===== config.mk =====
export PLATFORM = sky130hd
export DESIGN_NAME = mdf_framer
export DESIGN_NICKNAME = d
export VERILOG_FILES = /design/src/rtl/mdf_pkg.sv /design/src/rtl/mdf_framer.sv /design/src/rtl/mdf_lrc.sv /design/src/rtl/mdf_tx.sv
export VERILOG_INCLUDE_DIRS = /design/src /design/src/rtl
export SDC_FILE = /design/constraint.sdc
export NUM_CORES = 1
export LEC_CHECK = 0
export ABC_AREA = 1
export BUFFER_PORTS_ARGS = -buffer_cell sky130_fd_sc_hd__buf_2
export CAP_MARGIN = 0
export CORE_MARGIN = 2
export CORE_UTILIZATION = 40
export DETAILED_ROUTE_END_ITERATION = 12
export HOLD_SLACK_MARGIN = 0.1
export SETUP_SLACK_MARGIN = 0.2
export SLEW_MARGIN = 20
export SYNTH_ARGS = -nofsm -noshare
export SYNTH_HDL_FRONTEND = slang
export SYNTH_SLANG_ARGS = --single-unit

===== constraint.sdc =====
create_clock -name clk -period 3.85 [get_ports clk]
set_input_delay 0.1925 -clock clk [delete_from_list [all_inputs] [get_ports clk]]
set_output_delay 0.1925 -clock clk [all_outputs]
set_load 0.02 [all_outputs]

===== src/rtl/mdf_defines.svh =====
`ifndef MDF_DEFINES_SVH
`define MDF_DEFINES_SVH

// Control and marker characters of the multi-drop link.
`define MDF_CH_AT 8'h40
`define MDF_CH_STX 8'h02
`define MDF_CH_ETX 8'h03
`define MDF_CH_ETB 8'h17
`define MDF_CH_ACK 8'h06
`define MDF_CH_NAK 8'h15
`define MDF_CH_SPACE 8'h20
`define MDF_CH_OK 8'h23
`define MDF_CH_FAIL 8'h21
`define MDF_CH_ZERO 8'h30
`define MDF_CH_ONE 8'h31

// Checksum seed, block limits and retry limit.
`define MDF_LRC_INIT 8'hFF
`define MDF_MAX_MSG 255
`define MDF_MAX_RETRY 5
`define MDF_STATION_MAX 7'h7F
`define MDF_FIRST_BLOCK 10'h001

// Result position and block lengths of a response block.
`define MDF_POS_RESULT 5'h07
`define MDF_LEN_OK 5'h0A
`define MDF_LEN_FAIL 5'h0D

`endif


===== src/rtl/mdf_pkg.sv =====
package mdf_pkg;

  // Receive parser states.
  typedef enum logic [8:0] {
    R_IDLE = 9'h001,
    R_ST_HI = 9'h002,
    R_ST_LO = 9'h004,
    R_STX = 9'h008,
    R_BN = 9'h010,
    R_MSG = 9'h020,
    R_LRC = 9'h040,
    R_AN_HI = 9'h080,
    R_AN_LO = 9'h100
  } mdf_rx_e;

  // Block-level control states.
  typedef enum logic [4:0] {
    C_IDLE = 5'h01,
    C_ACKW = 5'h02,
    C_EXEC = 5'h04,
    C_RESP = 5'h08,
    C_WAIT = 5'h10
  } mdf_ctl_e;

  // Kinds of transmission the sender makes.
  typedef enum logic [2:0] {
    T_ACK = 3'h1,
    T_NAK = 3'h2,
    T_RESP = 3'h4
  } mdf_tx_e;

  // Result handed back by the command executor.
  typedef struct packed {
    logic ok;
    logic [23:0] code;
  } mdf_result_s;

  // Message character delivered to the command executor.
  typedef struct packed {
    logic valid;
    logic first;
    logic [7:0] data;
  } mdf_msg_s;

  // Upper-case hexadecimal digit of a nibble.
  function automatic logic [7:0] mdf_to_hex(input logic [3:0] n);
    mdf_to_hex = (n < 4'hA) ? (8'h30 + {4'h0, n}) : (8'h37 + {4'h0, n});
  endfunction : mdf_to_hex

  // Nibble of an upper-case hexadecimal digit, with a valid flag on top.
  function automatic logic [4:0] mdf_from_hex(input logic [7:0] c);
    if (c >= 8'h30 && c <= 8'h39) begin
      mdf_from_hex = {1'b1, c[3:0]};
    end else if (c >= 8'h41 && c <= 8'h46) begin
      mdf_from_hex = {1'b1, c[3:0] + 4'h9};
    end else begin
      mdf_from_hex = 5'h00;
    end
  endfunction : mdf_from_hex

endpackage : mdf_pkg


===== src/rtl/mdf_framer.sv =====
`timescale 1ns/1ps
`default_nettype none
`include "mdf_defines.svh"

// Functional notes
// - Every block opens with '@' then two station digits before STX.
// - Station number 1 to 127, sent as upper-case hex ASCII digits.
// - Order: '@', station, STX, three-digit block number, message, end, checksum.
// - Single-block frame uses number 001, STX first and ETX before checksum.
// - Non-final blocks carry exactly 255 characters, end in ETB, count from 001.
// - Final block carries the rest, numbered with block count, ends in ETX.
// - Parameters are 16-bit signed values written as hex ASCII characters.
// - Space and function code appear only in the first block.
// - Unit answers '#' on success, or '!' plus three code characters.
// - After acking the final block, execute, then send response block 001.
// - Host sends block 002 only after the unit acked block 001.
// - Checksum starts at FF and XORs every byte from STX to the end character.
// - On NAK the sender repeats the same frame, at most five times.
module mdf_framer #(
  parameter int MAX_MSG = `MDF_MAX_MSG,
  parameter int MAX_RETRY = `MDF_MAX_RETRY
) (
  input wire logic clk,
  input wire logic rst_b,
  input wire logic ce,
  input wire logic [6:0] station_pin,
  input wire logic rx_valid,
  input wire logic [7:0] rx_data,
  input wire logic tx_ready,
  output logic tx_valid,
  output logic [7:0] tx_data,
  output mdf_pkg::mdf_msg_s msg,
  output logic blk_ok,
  output logic blk_bad,
  output logic cmd_exec,
  input wire logic res_valid,
  input wire mdf_pkg::mdf_result_s res,
  output logic retry_fail,
  output logic station_ok
);

  logic [6:0] station_meta;
  logic [6:0] station;
  mdf_pkg::mdf_rx_e rx_st;
  mdf_pkg::mdf_ctl_e ctl_st;
  logic take;
  logic [4:0] hex;
  logic [3:0] st_hi;
  logic [1:0] bn_idx;
  logic [9:0] bn_val;
  logic [9:0] exp_bn;
  logic [8:0] msg_cnt;
  logic err;
  logic end_etb;
  logic ans_nak;
  logic blk_done;
  logic blk_good;
  logic blk_etb;
  logic ans_evt;
  logic ans_is_nak;
  logic lrc_load;
  logic lrc_en;
  logic [7:0] lrc;
  logic tx_start;
  mdf_pkg::mdf_tx_e tx_kind;
  logic tx_done;
  mdf_pkg::mdf_result_s res_q;
  logic exec_pending;
  logic [2:0] retry;
  logic accepting;

  // Station strap pins come from outside and pass two flip-flops.
  always_ff @(posedge clk or negedge rst_b) begin
    if (!rst_b) begin
      station_meta <= 7'h00;
      station <= 7'h00;
      station_ok <= 1'b0;
    end else if (ce) begin
      station_meta <= station_pin;
      station <= station_meta;
      station_ok <= (station != 7'h00) && (station <= `MDF_STATION_MAX);
    end
  end

  // A block is started on '@' only while the link is ours to listen on.
  assign accepting = (ctl_st == mdf_pkg::C_IDLE) || (ctl_st == mdf_pkg::C_WAIT);
  assign take = ce && rx_valid;
  assign hex = mdf_pkg::mdf_from_hex(rx_data);

  // Checksum runs from STX through the end character.
  assign lrc_load = take && (rx_st == mdf_pkg::R_STX) && (rx_data == `MDF_CH_STX);
  assign lrc_en = take && ((rx_st == mdf_pkg::R_BN) || (rx_st == mdf_pkg::R_MSG));

  mdf_lrc u_lrc (
    .clk(clk),
    .rst_b(rst_b),
    .ce(ce),
    .load(lrc_load),
    .en(lrc_en),
    .data(rx_data),
    .lrc(lrc)
  );

  // Receive parser walks one block byte by byte.
  always_ff @(posedge clk or negedge rst_b) begin
    if (!rst_b) begin
      rx_st <= mdf_pkg::R_IDLE;
      st_hi <= 4'h0;
      bn_idx <= 2'h0;
      bn_val <= 10'h000;
      msg_cnt <= 9'h000;
      err <= 1'b0;
      end_etb <= 1'b0;
      ans_nak <= 1'b0;
    end else if (take) begin
      case (rx_st)
        mdf_pkg::R_IDLE: begin
          if (rx_data == `MDF_CH_AT && accepting) begin
            rx_st <= mdf_pkg::R_ST_HI;
          end else if ((rx_data == `MDF_CH_ACK || rx_data == `MDF_CH_NAK) && ctl_st == mdf_pkg::C_WAIT) begin
            ans_nak <= (rx_data == `MDF_CH_NAK);
            rx_st <= mdf_pkg::R_AN_HI;
          end
        end
        mdf_pkg::R_ST_HI, mdf_pkg::R_AN_HI: begin
          st_hi <= hex[3:0];
          if (hex[4]) begin
            rx_st <= (rx_st == mdf_pkg::R_ST_HI) ? mdf_pkg::R_ST_LO : mdf_pkg::R_AN_LO;
          end else begin
            rx_st <= mdf_pkg::R_IDLE;
          end
        end
        mdf_pkg::R_ST_LO: begin
          if (hex[4] && station_ok && {st_hi, hex[3:0]} == {1'b0, station}) begin
            rx_st <= mdf_pkg::R_STX;
          end else begin
            rx_st <= mdf_pkg::R_IDLE;
          end
        end
        mdf_pkg::R_AN_LO: begin
          rx_st <= mdf_pkg::R_IDLE;
        end
        mdf_pkg::R_STX: begin
          bn_idx <= 2'h0;
          bn_val <= 10'h000;
          msg_cnt <= 9'h000;
          err <= 1'b0;
          rx_st <= (rx_data == `MDF_CH_STX) ? mdf_pkg::R_BN : mdf_pkg::R_IDLE;
        end
        mdf_pkg::R_BN: begin
          if (rx_data < `MDF_CH_ZERO || rx_data > 8'h39) begin
            err <= 1'b1;
          end
          bn_val <= 10'((bn_val << 3) + (bn_val << 1) + {6'h00, rx_data[3:0]});
          bn_idx <= bn_idx + 2'h1;
          if (bn_idx == 2'h2) begin
            rx_st <= mdf_pkg::R_MSG;
          end
        end
        mdf_pkg::R_MSG: begin
          if (rx_data == `MDF_CH_ETX || rx_data == `MDF_CH_ETB) begin
            end_etb <= (rx_data == `MDF_CH_ETB);
            rx_st <= mdf_pkg::R_LRC;
          end else if (msg_cnt == 9'(MAX_MSG)) begin
            err <= 1'b1;
          end else begin
            msg_cnt <= msg_cnt + 9'h001;
          end
        end
        mdf_pkg::R_LRC: begin
          rx_st <= mdf_pkg::R_IDLE;
        end
        default: begin
          rx_st <= mdf_pkg::R_IDLE;
        end
      endcase
    end
  end

  // Block verdict: checksum, number sequence and block length.
  always_ff @(posedge clk or negedge rst_b) begin
    if (!rst_b) begin
      blk_done <= 1'b0;
      blk_good <= 1'b0;
      blk_etb <= 1'b0;
      ans_evt <= 1'b0;
      ans_is_nak <= 1'b0;
    end else if (ce) begin
      blk_done <= take && rx_st == mdf_pkg::R_LRC;
      blk_etb <= end_etb;
      blk_good <= (rx_data == lrc) && !err
                  && (bn_val == exp_bn || bn_val == `MDF_FIRST_BLOCK)
                  && (!end_etb || msg_cnt == 9'(MAX_MSG));
      ans_evt <= take && rx_st == mdf_pkg::R_AN_LO && hex[4]
                 && {st_hi, hex[3:0]} == {1'b0, station};
      ans_is_nak <= ans_nak;
    end
  end

  // Expected block number climbs on each good ETB block.
  always_ff @(posedge clk or negedge rst_b) begin
    if (!rst_b) begin
      exp_bn <= `MDF_FIRST_BLOCK;
    end else if (ce && blk_done && blk_good) begin
      exp_bn <= blk_etb ? exp_bn + 10'h001 : `MDF_FIRST_BLOCK;
    end
  end

  // Message characters stream to the executor as they arrive.
  always_ff @(posedge clk or negedge rst_b) begin
    if (!rst_b) begin
      msg <= '0;
    end else if (ce) begin
      msg.valid <= take && rx_st == mdf_pkg::R_MSG && rx_data != `MDF_CH_ETX
                   && rx_data != `MDF_CH_ETB && msg_cnt != 9'(MAX_MSG);
      msg.first <= take && rx_st == mdf_pkg::R_MSG && rx_data != `MDF_CH_ETX && rx_data != `MDF_CH_ETB
                   && (bn_val == `MDF_FIRST_BLOCK) && (msg_cnt == 9'h000);
      msg.data <= rx_data;
    end
  end

  // Block control: acknowledge, execute, respond and retry.
  always_ff @(posedge clk or negedge rst_b) begin
    if (!rst_b) begin
      ctl_st <= mdf_pkg::C_IDLE;
      tx_start <= 1'b0;
      tx_kind <= mdf_pkg::T_ACK;
      exec_pending <= 1'b0;
      res_q <= '0;
      retry <= 3'h0;
      blk_ok <= 1'b0;
      blk_bad <= 1'b0;
      cmd_exec <= 1'b0;
      retry_fail <= 1'b0;
    end else if (ce) begin
      tx_start <= 1'b0;
      blk_ok <= 1'b0;
      blk_bad <= 1'b0;
      cmd_exec <= 1'b0;
      retry_fail <= 1'b0;
      case (ctl_st)
        mdf_pkg::C_IDLE, mdf_pkg::C_WAIT: begin
          if (blk_done) begin
            tx_start <= 1'b1;
            tx_kind <= blk_good ? mdf_pkg::T_ACK : mdf_pkg::T_NAK;
            blk_ok <= blk_good;
            blk_bad <= !blk_good;
            exec_pending <= blk_good && !blk_etb;
            ctl_st <= mdf_pkg::C_ACKW;
          end else if (ctl_st == mdf_pkg::C_WAIT && ans_evt) begin
            if (!ans_is_nak) begin
              ctl_st <= mdf_pkg::C_IDLE;
            end else if (retry == 3'(MAX_RETRY)) begin
              retry_fail <= 1'b1;
              ctl_st <= mdf_pkg::C_IDLE;
            end else begin
              retry <= retry + 3'h1;
              tx_start <= 1'b1;
              tx_kind <= mdf_pkg::T_RESP;
              ctl_st <= mdf_pkg::C_RESP;
            end
          end
        end
        mdf_pkg::C_ACKW: begin
          if (tx_done) begin
            cmd_exec <= exec_pending;
            ctl_st <= exec_pending ? mdf_pkg::C_EXEC : mdf_pkg::C_IDLE;
          end
        end
        mdf_pkg::C_EXEC: begin
          if (res_valid) begin
            res_q <= res;
            retry <= 3'h0;
            tx_start <= 1'b1;
            tx_kind <= mdf_pkg::T_RESP;
            ctl_st <= mdf_pkg::C_RESP;
          end
        end
        mdf_pkg::C_RESP: begin
          if (tx_done) begin
            ctl_st <= mdf_pkg::C_WAIT;
          end
        end
        default: begin
          ctl_st <= mdf_pkg::C_IDLE;
        end
      endcase
    end
  end

  mdf_tx u_tx (
    .clk(clk),
    .rst_b(rst_b),
    .ce(ce),
    .start(tx_start),
    .kind(tx_kind),
    .station(station),
    .res(res_q),
    .tx_ready(tx_ready),
    .tx_valid(tx_valid),
    .tx_data(tx_data),
    .done(tx_done)
  );

endmodule : mdf_framer
`default_nettype wire


===== src/rtl/mdf_lrc.sv =====
`timescale 1ns/1ps
`default_nettype none
`include "mdf_defines.svh"

module mdf_lrc (
  input wire logic clk,
  input wire logic rst_b,
  input wire logic ce,
  input wire logic load,
  input wire logic en,
  input wire logic [7:0] data,
  output logic [7:0] lrc
);

  // Load seeds the sum with the opening byte; en folds in each later byte.
  always_ff @(posedge clk or negedge rst_b) begin
    if (!rst_b) begin
      lrc <= `MDF_LRC_INIT;
    end else if (ce && load) begin
      lrc <= `MDF_LRC_INIT ^ data;
    end else if (ce && en) begin
      lrc <= lrc ^ data;
    end
  end

endmodule : mdf_lrc
`default_nettype wire


===== src/rtl/mdf_tx.sv =====
`timescale 1ns/1ps
`default_nettype none
`include "mdf_defines.svh"

module mdf_tx (
  input wire logic clk,
  input wire logic rst_b,
  input wire logic ce,
  input wire logic start,
  input wire mdf_pkg::mdf_tx_e kind,
  input wire logic [6:0] station,
  input wire mdf_pkg::mdf_result_s res,
  input wire logic tx_ready,
  output logic tx_valid,
  output logic [7:0] tx_data,
  output logic done
);

  logic [4:0] idx;
  logic [4:0] last;
  logic [7:0] lrc_acc;
  logic [7:0] next_lrc;
  logic [7:0] next_byte;

  // Byte of the response block at the position after the current one.
  always_comb begin
    next_lrc = lrc_acc ^ tx_data;
    case (idx + 5'h01)
      5'h01: next_byte = mdf_pkg::mdf_to_hex({1'b0, station[6:4]});
      5'h02: next_byte = mdf_pkg::mdf_to_hex(station[3:0]);
      5'h03: next_byte = `MDF_CH_STX;
      5'h04: next_byte = `MDF_CH_ZERO;
      5'h05: next_byte = `MDF_CH_ZERO;
      5'h06: next_byte = `MDF_CH_ONE;
      5'h07: next_byte = res.ok ? `MDF_CH_OK : `MDF_CH_FAIL;
      5'h08: next_byte = res.ok ? `MDF_CH_ETX : res.code[23:16];
      5'h09: next_byte = res.ok ? next_lrc : res.code[15:8];
      5'h0A: next_byte = res.code[7:0];
      5'h0B: next_byte = `MDF_CH_ETX;
      default: next_byte = next_lrc;
    endcase
  end

  // Serialiser: one byte per accepted handshake, last byte drops valid.
  always_ff @(posedge clk or negedge rst_b) begin
    if (!rst_b) begin
      tx_valid <= 1'b0;
      tx_data <= 8'h00;
      idx <= 5'h00;
      last <= 5'h00;
      lrc_acc <= `MDF_LRC_INIT;
      done <= 1'b0;
    end else if (ce) begin
      done <= 1'b0;
      if (start && !tx_valid) begin
        tx_valid <= 1'b1;
        idx <= 5'h00;
        lrc_acc <= `MDF_LRC_INIT;
        case (kind)
          mdf_pkg::T_ACK: begin
            tx_data <= `MDF_CH_ACK;
            last <= 5'h00;
          end
          mdf_pkg::T_NAK: begin
            tx_data <= `MDF_CH_NAK;
            last <= 5'h00;
          end
          default: begin
            tx_data <= `MDF_CH_AT;
            last <= (res.ok ? `MDF_LEN_OK : `MDF_LEN_FAIL) - 5'h01;
          end
        endcase
      end else if (tx_valid && tx_ready) begin
        if (idx == last) begin
          tx_valid <= 1'b0;
          done <= 1'b1;
        end else begin
          idx <= idx + 5'h01;
          tx_data <= next_byte;
          if (idx >= 5'h03) begin
            lrc_acc <= next_lrc;
          end
        end
      end
    end
  end

endmodule : mdf_tx
`default_nettype wire


# == After elaboration in Yosys (flattened, before gate mapping) ==
# Index checks and enable logic that the tools add are counted.
# word_totals
output_inout_bits,24
input_bits,46
reg_bits,155
elab_cells,288
# classes
mux,87
order_cmp,10
addsub,13
eq_ne,62
bitwise,4
n_reduce_logical,74
# ops
op,count
two-way mux 8 bit,13
one-hot mux 8 bit (10 select lines),1
two-way mux 9 bit,8
two-way mux 5 bit,12
one-hot mux 9 bit (6 select lines),1
two-way mux 3 bit,12
logical AND 1 bit,32
"equality test 5 x 3 -> 1 bit, second input constant",5
"equality test 5 x 4 -> 1 bit, second input constant",5
two-way mux 1 bit,25
one-hot mux 10 bit (2 select lines),1
one-hot mux 5 bit (4 select lines),1
"equality test 9 x 8 -> 1 bit, second input constant",2
"inequality test 2 bit, second input constant",9
one-hot mux 9 bit (2 select lines),1
"equality test 8 x 2 -> 1 bit, second input constant",2
"equality test 8 x 5 -> 1 bit, second input constant",2
AND reduction 4 bit,4
bitwise XOR 8 bit,2
"equality test 5 x 2 -> 1 bit, second input constant",3
AND reduction 3 bit,5
"adder 6 x 3 -> 7 bit, first input constant",2
"adder 6 x 4 -> 7 bit, first input constant",2
one-hot mux 7 bit (2 select lines),1
65 further kinds,99

# == Logic depth before layout (Yosys ltp) ==
# depth
depth_word,8
mapped_depth,15
mapped_depth_nobuf,15

# == Modules after synthesis ==
# Synthesis repeated with hierarchy kept, for this count alone.
# hier_totals
cells_unflattened,1176
area_unflattened_um2,9083.7
# by_module_without_submodules
module,seq_area_each_um2,n_inst,area_per_inst_um2,cells_per_inst
mdf_framer,2982.9,1,6411.1,788
mdf_tx,660.6,1,2230.9,327
mdf_lrc,210.2,1,441.7,61

# == Worst setup path after synthesis ==
# OpenSTA, ideal clock, no wires.
# synth_path
path_type,flip-flop to flip-flop
startpoint,reg bn_val[0]
endpoint,reg bn_val[8]
slack_ns,1.639
n_path_buf,0
path_stages_with_launch,10
t_arrival_ns,2.085
period_less_slack_ns,2.211
setup_time_ns,0.126
required_time_ns,3.724
cell_sequence,dfrtp_1 > fa_1 > inv_1 > fa_1 > o211ai_1 > and2_1 > o21ai_0 > nand2_1 > xnor2_1 > o22ai_1
# synth_between
elab_chain_cells,3
# synth_rtl
element,line,rtl
from (decl),mdf_framer.sv:50,logic [9:0] bn_val;
from (signal assigned),mdf_framer.sv:154,"bn_val <= 10'((bn_val << 3) + (bn_val << 1) + {6'h00, rx_data[3:0]});"
adder 10 bit,mdf_framer.sv:154,
adder 10 x 4 -> 10 bit,mdf_framer.sv:154,
one-hot mux 10 bit (2 select lines),mdf_framer.sv:116,case (rx_st)
# Every way passes these cells.
# A chain may end at the register's enable or synchronous reset.

# == Final worst setup path ==
# layout_path
startpoint,in rx_data[3]
endpoint,reg bn_val[8]
# layout_between
elab_chain_cells,2
# layout_rtl
element,line,rtl
from (decl),mdf_framer.sv:28,"input wire logic [7:0] rx_data,"
adder 10 x 4 -> 10 bit,mdf_framer.sv:154,
one-hot mux 10 bit (2 select lines),mdf_framer.sv:116,
# Every way passes these cells.

==> impl_metrics.toml <==
[outcome]
status = "finished clean"

[sta]
setup_viol = 0
slew_headroom_pct = 36.7
drv_slew = 0
tns_ps = 0
setup_ws_ps = 1370
finalCriticalPeriod_ps = 2480
post-route-period-util_pct = 64.3
rsz0062_at_grt = "false"
final.setup_skew_ps = 10.6
fmax_ghz = 0.404
hold_viol_final = 0
worst_slew_pin_slew_ps = 949

[route]
drt_first_iter_violations = 487
dr.pass1.iters = 5
routed_via_density = 5.09
wl_um = 22100
ant_nets = 0
drc = 0
avgRoutedWirePerCell_um = 14.9
via_count = 7553

[clock_tree]
cts_buffer_depth = 2
cts_buffers = 17
clk_latency_ps = 430
cts.repair.resized = 0
clk_pin_slew_ps = 60
cts_tree = "done"
cts_num_sinks = 153
holdBufCountCts = 38
cts_max_level = 4
post_cts_buffers = 0
root_buffer = "clkbuf_16"

[finish]
multiInputGateArea_mm2 = 0.00437
regArea_mm2 = 0.00385
drive_gt1_share_pct = 18.4
area_delta_synth_final_pct = 18.8
antenna_cells = 0
fin_cells = 1483
nets = 1271
final_cell_mix = "nand2_1 (258), dfrtp_1 (133), inv_1 (121)"
fill_cells = 2133
final_common_cell = "nand2_1"

[power_and_ir_drop]
power_leakage_uw = 0.00519
peakVddDrop_uv = 337
powerDensity_mw_per_mm2 = 631

[worst_setup_path]
cp-end-kind = "register"
crit_required_ps = 4160
start_kind = "input port"
crit_type = "in2reg"
arrival_ps = 2780
r2r_slack_ps = 1470
path_max_fanout = 9

[yosys]
ys.warnings.count = 0
synth_top_area_share_pct = 37.7
synth_area_leaders = "dfrtp_1 (38%), nand2_1 (11%), dfstp_2 (5.9%)"
synth_edf_count = 0
syn-num-nets = 1160
netlist-cell-type-count = 55
synth-seq-cells = 153
syn_area_mm2 = 0.00884
ys_seq_area_share_pct = 43.6
async_flop_share_pct = 100
synth_area_per_cell_um2 = 8.19
syn-instance-count = 1079
ys.flop_type = "dfrtp_1"
synth_area_leader_cell = "dfrtp_1"

[global_routing]
grt_overflow = 0
grt_pass1_vias = 7298
grt_max_degree = 101
grt_pass1_wl_um = 37400
track_usage_pct = 19.7
antenna_found_initial = 0

[floorplanning]
die_h_um = 153
num_rows = 54
core_mm2 = 0.0218
initial_core_util_pct = 40.6
fp.dieW_um = 153
io_pins = 70
die-area_mm2 = 0.0233

[placed_design]
post-dp-hpwl_um = 16300
dp_slack_ps = 1470
port-buffer-count = 69
dpl.cell_count = 1413
place.gp.congestion = 0.936

[flow_run]
timing.max_cap.violations = 0

[worst_hold_path]
hold_class = "in2reg"
## layout make-up
class,instances,share of cell area [%]
clock inverters,11,1.60
multi-input cells,770,41.6
clock buffers,21,4.48
well taps,280,3.34
inverters,138,4.93
flip-flops and latches,153,36.7
repair buffers,110,7.30
## registers in the layout, indices dropped and copies added, names as in the netlist, 2 cells and up
name and cells:
u_tx.tx_data 8, station_meta 7, bn_val 10, msg 10, exp_bn 10, st_hi 4
res_q 25, u_lrc.lrc 8, retry 3, u_tx.idx 5, station 7, rx_st 9
u_tx.last 3, bn_idx 2, tx_kind 3, u_tx.lrc_acc 8, ctl_st 5, msg_cnt 9
## critical path: stages
cell	delay (ps)
dlygate4sd3_1	530
buf_2	190
fa_1	580
inv_1	70
fa_1	460
o211ai_1	220
and2_1	170
o21ai_0	80
nand2_1	80
xnor2_1	120
o22ai_1	80
## stage by stage
stage | area (um^2) | util (%) | hold slack [ps] | total power, uW
finish | 10500 | 48.3 | 124 | 6630
global placement | 9480 | 43.6 | 377 | 4780
CTS | 10500 | 48.3 | 109 | 6680
floorplan | 8840 | - | -103 | 4190
global route | 10500 | 48.3 | 116 | 7140
detailed placement | 9480 | 43.6 | 374 | 4800
## kinds of logic after synthesis
kind of cell | Yosys count | share of synthesized area, %
flops | 153 | 43.6
xor+xnor | 29 | 2.87
compound gates | 157 | 10.1
buf+inv | 156 | 6.94
mux | 31 | 3.95
simple gates | 518 | 27.4
fa+ha+maj | 35 | 5.12
## power breakdown
part	switching [uW]	internal (uW)	leakage [uW]
registers	301	2010	0.00193
clock network	675	1140	0.000309
logic	1570	946	0.00296
## synth_stat cells, drive strengths merged (13+ instances only)
master	count
nand3	81
o21ai	89
buf	13
dfstp	20
nand4	20
inv	137
mux2	31
a21oi	25
nand2	276
dfrtp	133
nor2	95
nor3	23
xnor2	14
nor4	13
ha	33
xor2	15
## layer usage
layer	vias to the layer above	GRT usage [%]	part of all wire, %
met3	28	3.10	3.2
li1	3788	-	-
met4	0	7.05	1.8
met1	3598	27.7	48
met2	139	31.0	47
met5	-	0	0
## final timing paths
path | cells after the start | from | end
worst min register to register | 2 | station_meta[5] | station_meta[5]
max in group asynchronous | 3 | rst_b | exp_bn[0]
worst min-delay path | 3 | rx_data[4] | msg[4]
worst max-delay path | 11 | rx_data[3] | bn_val[8]
min in group asynchronous | 2 | rst_b | msg_cnt[3]
worst max register to register | 9 | bn_val[0] | bn_val[8]
(Power assumes the default switching activity.)
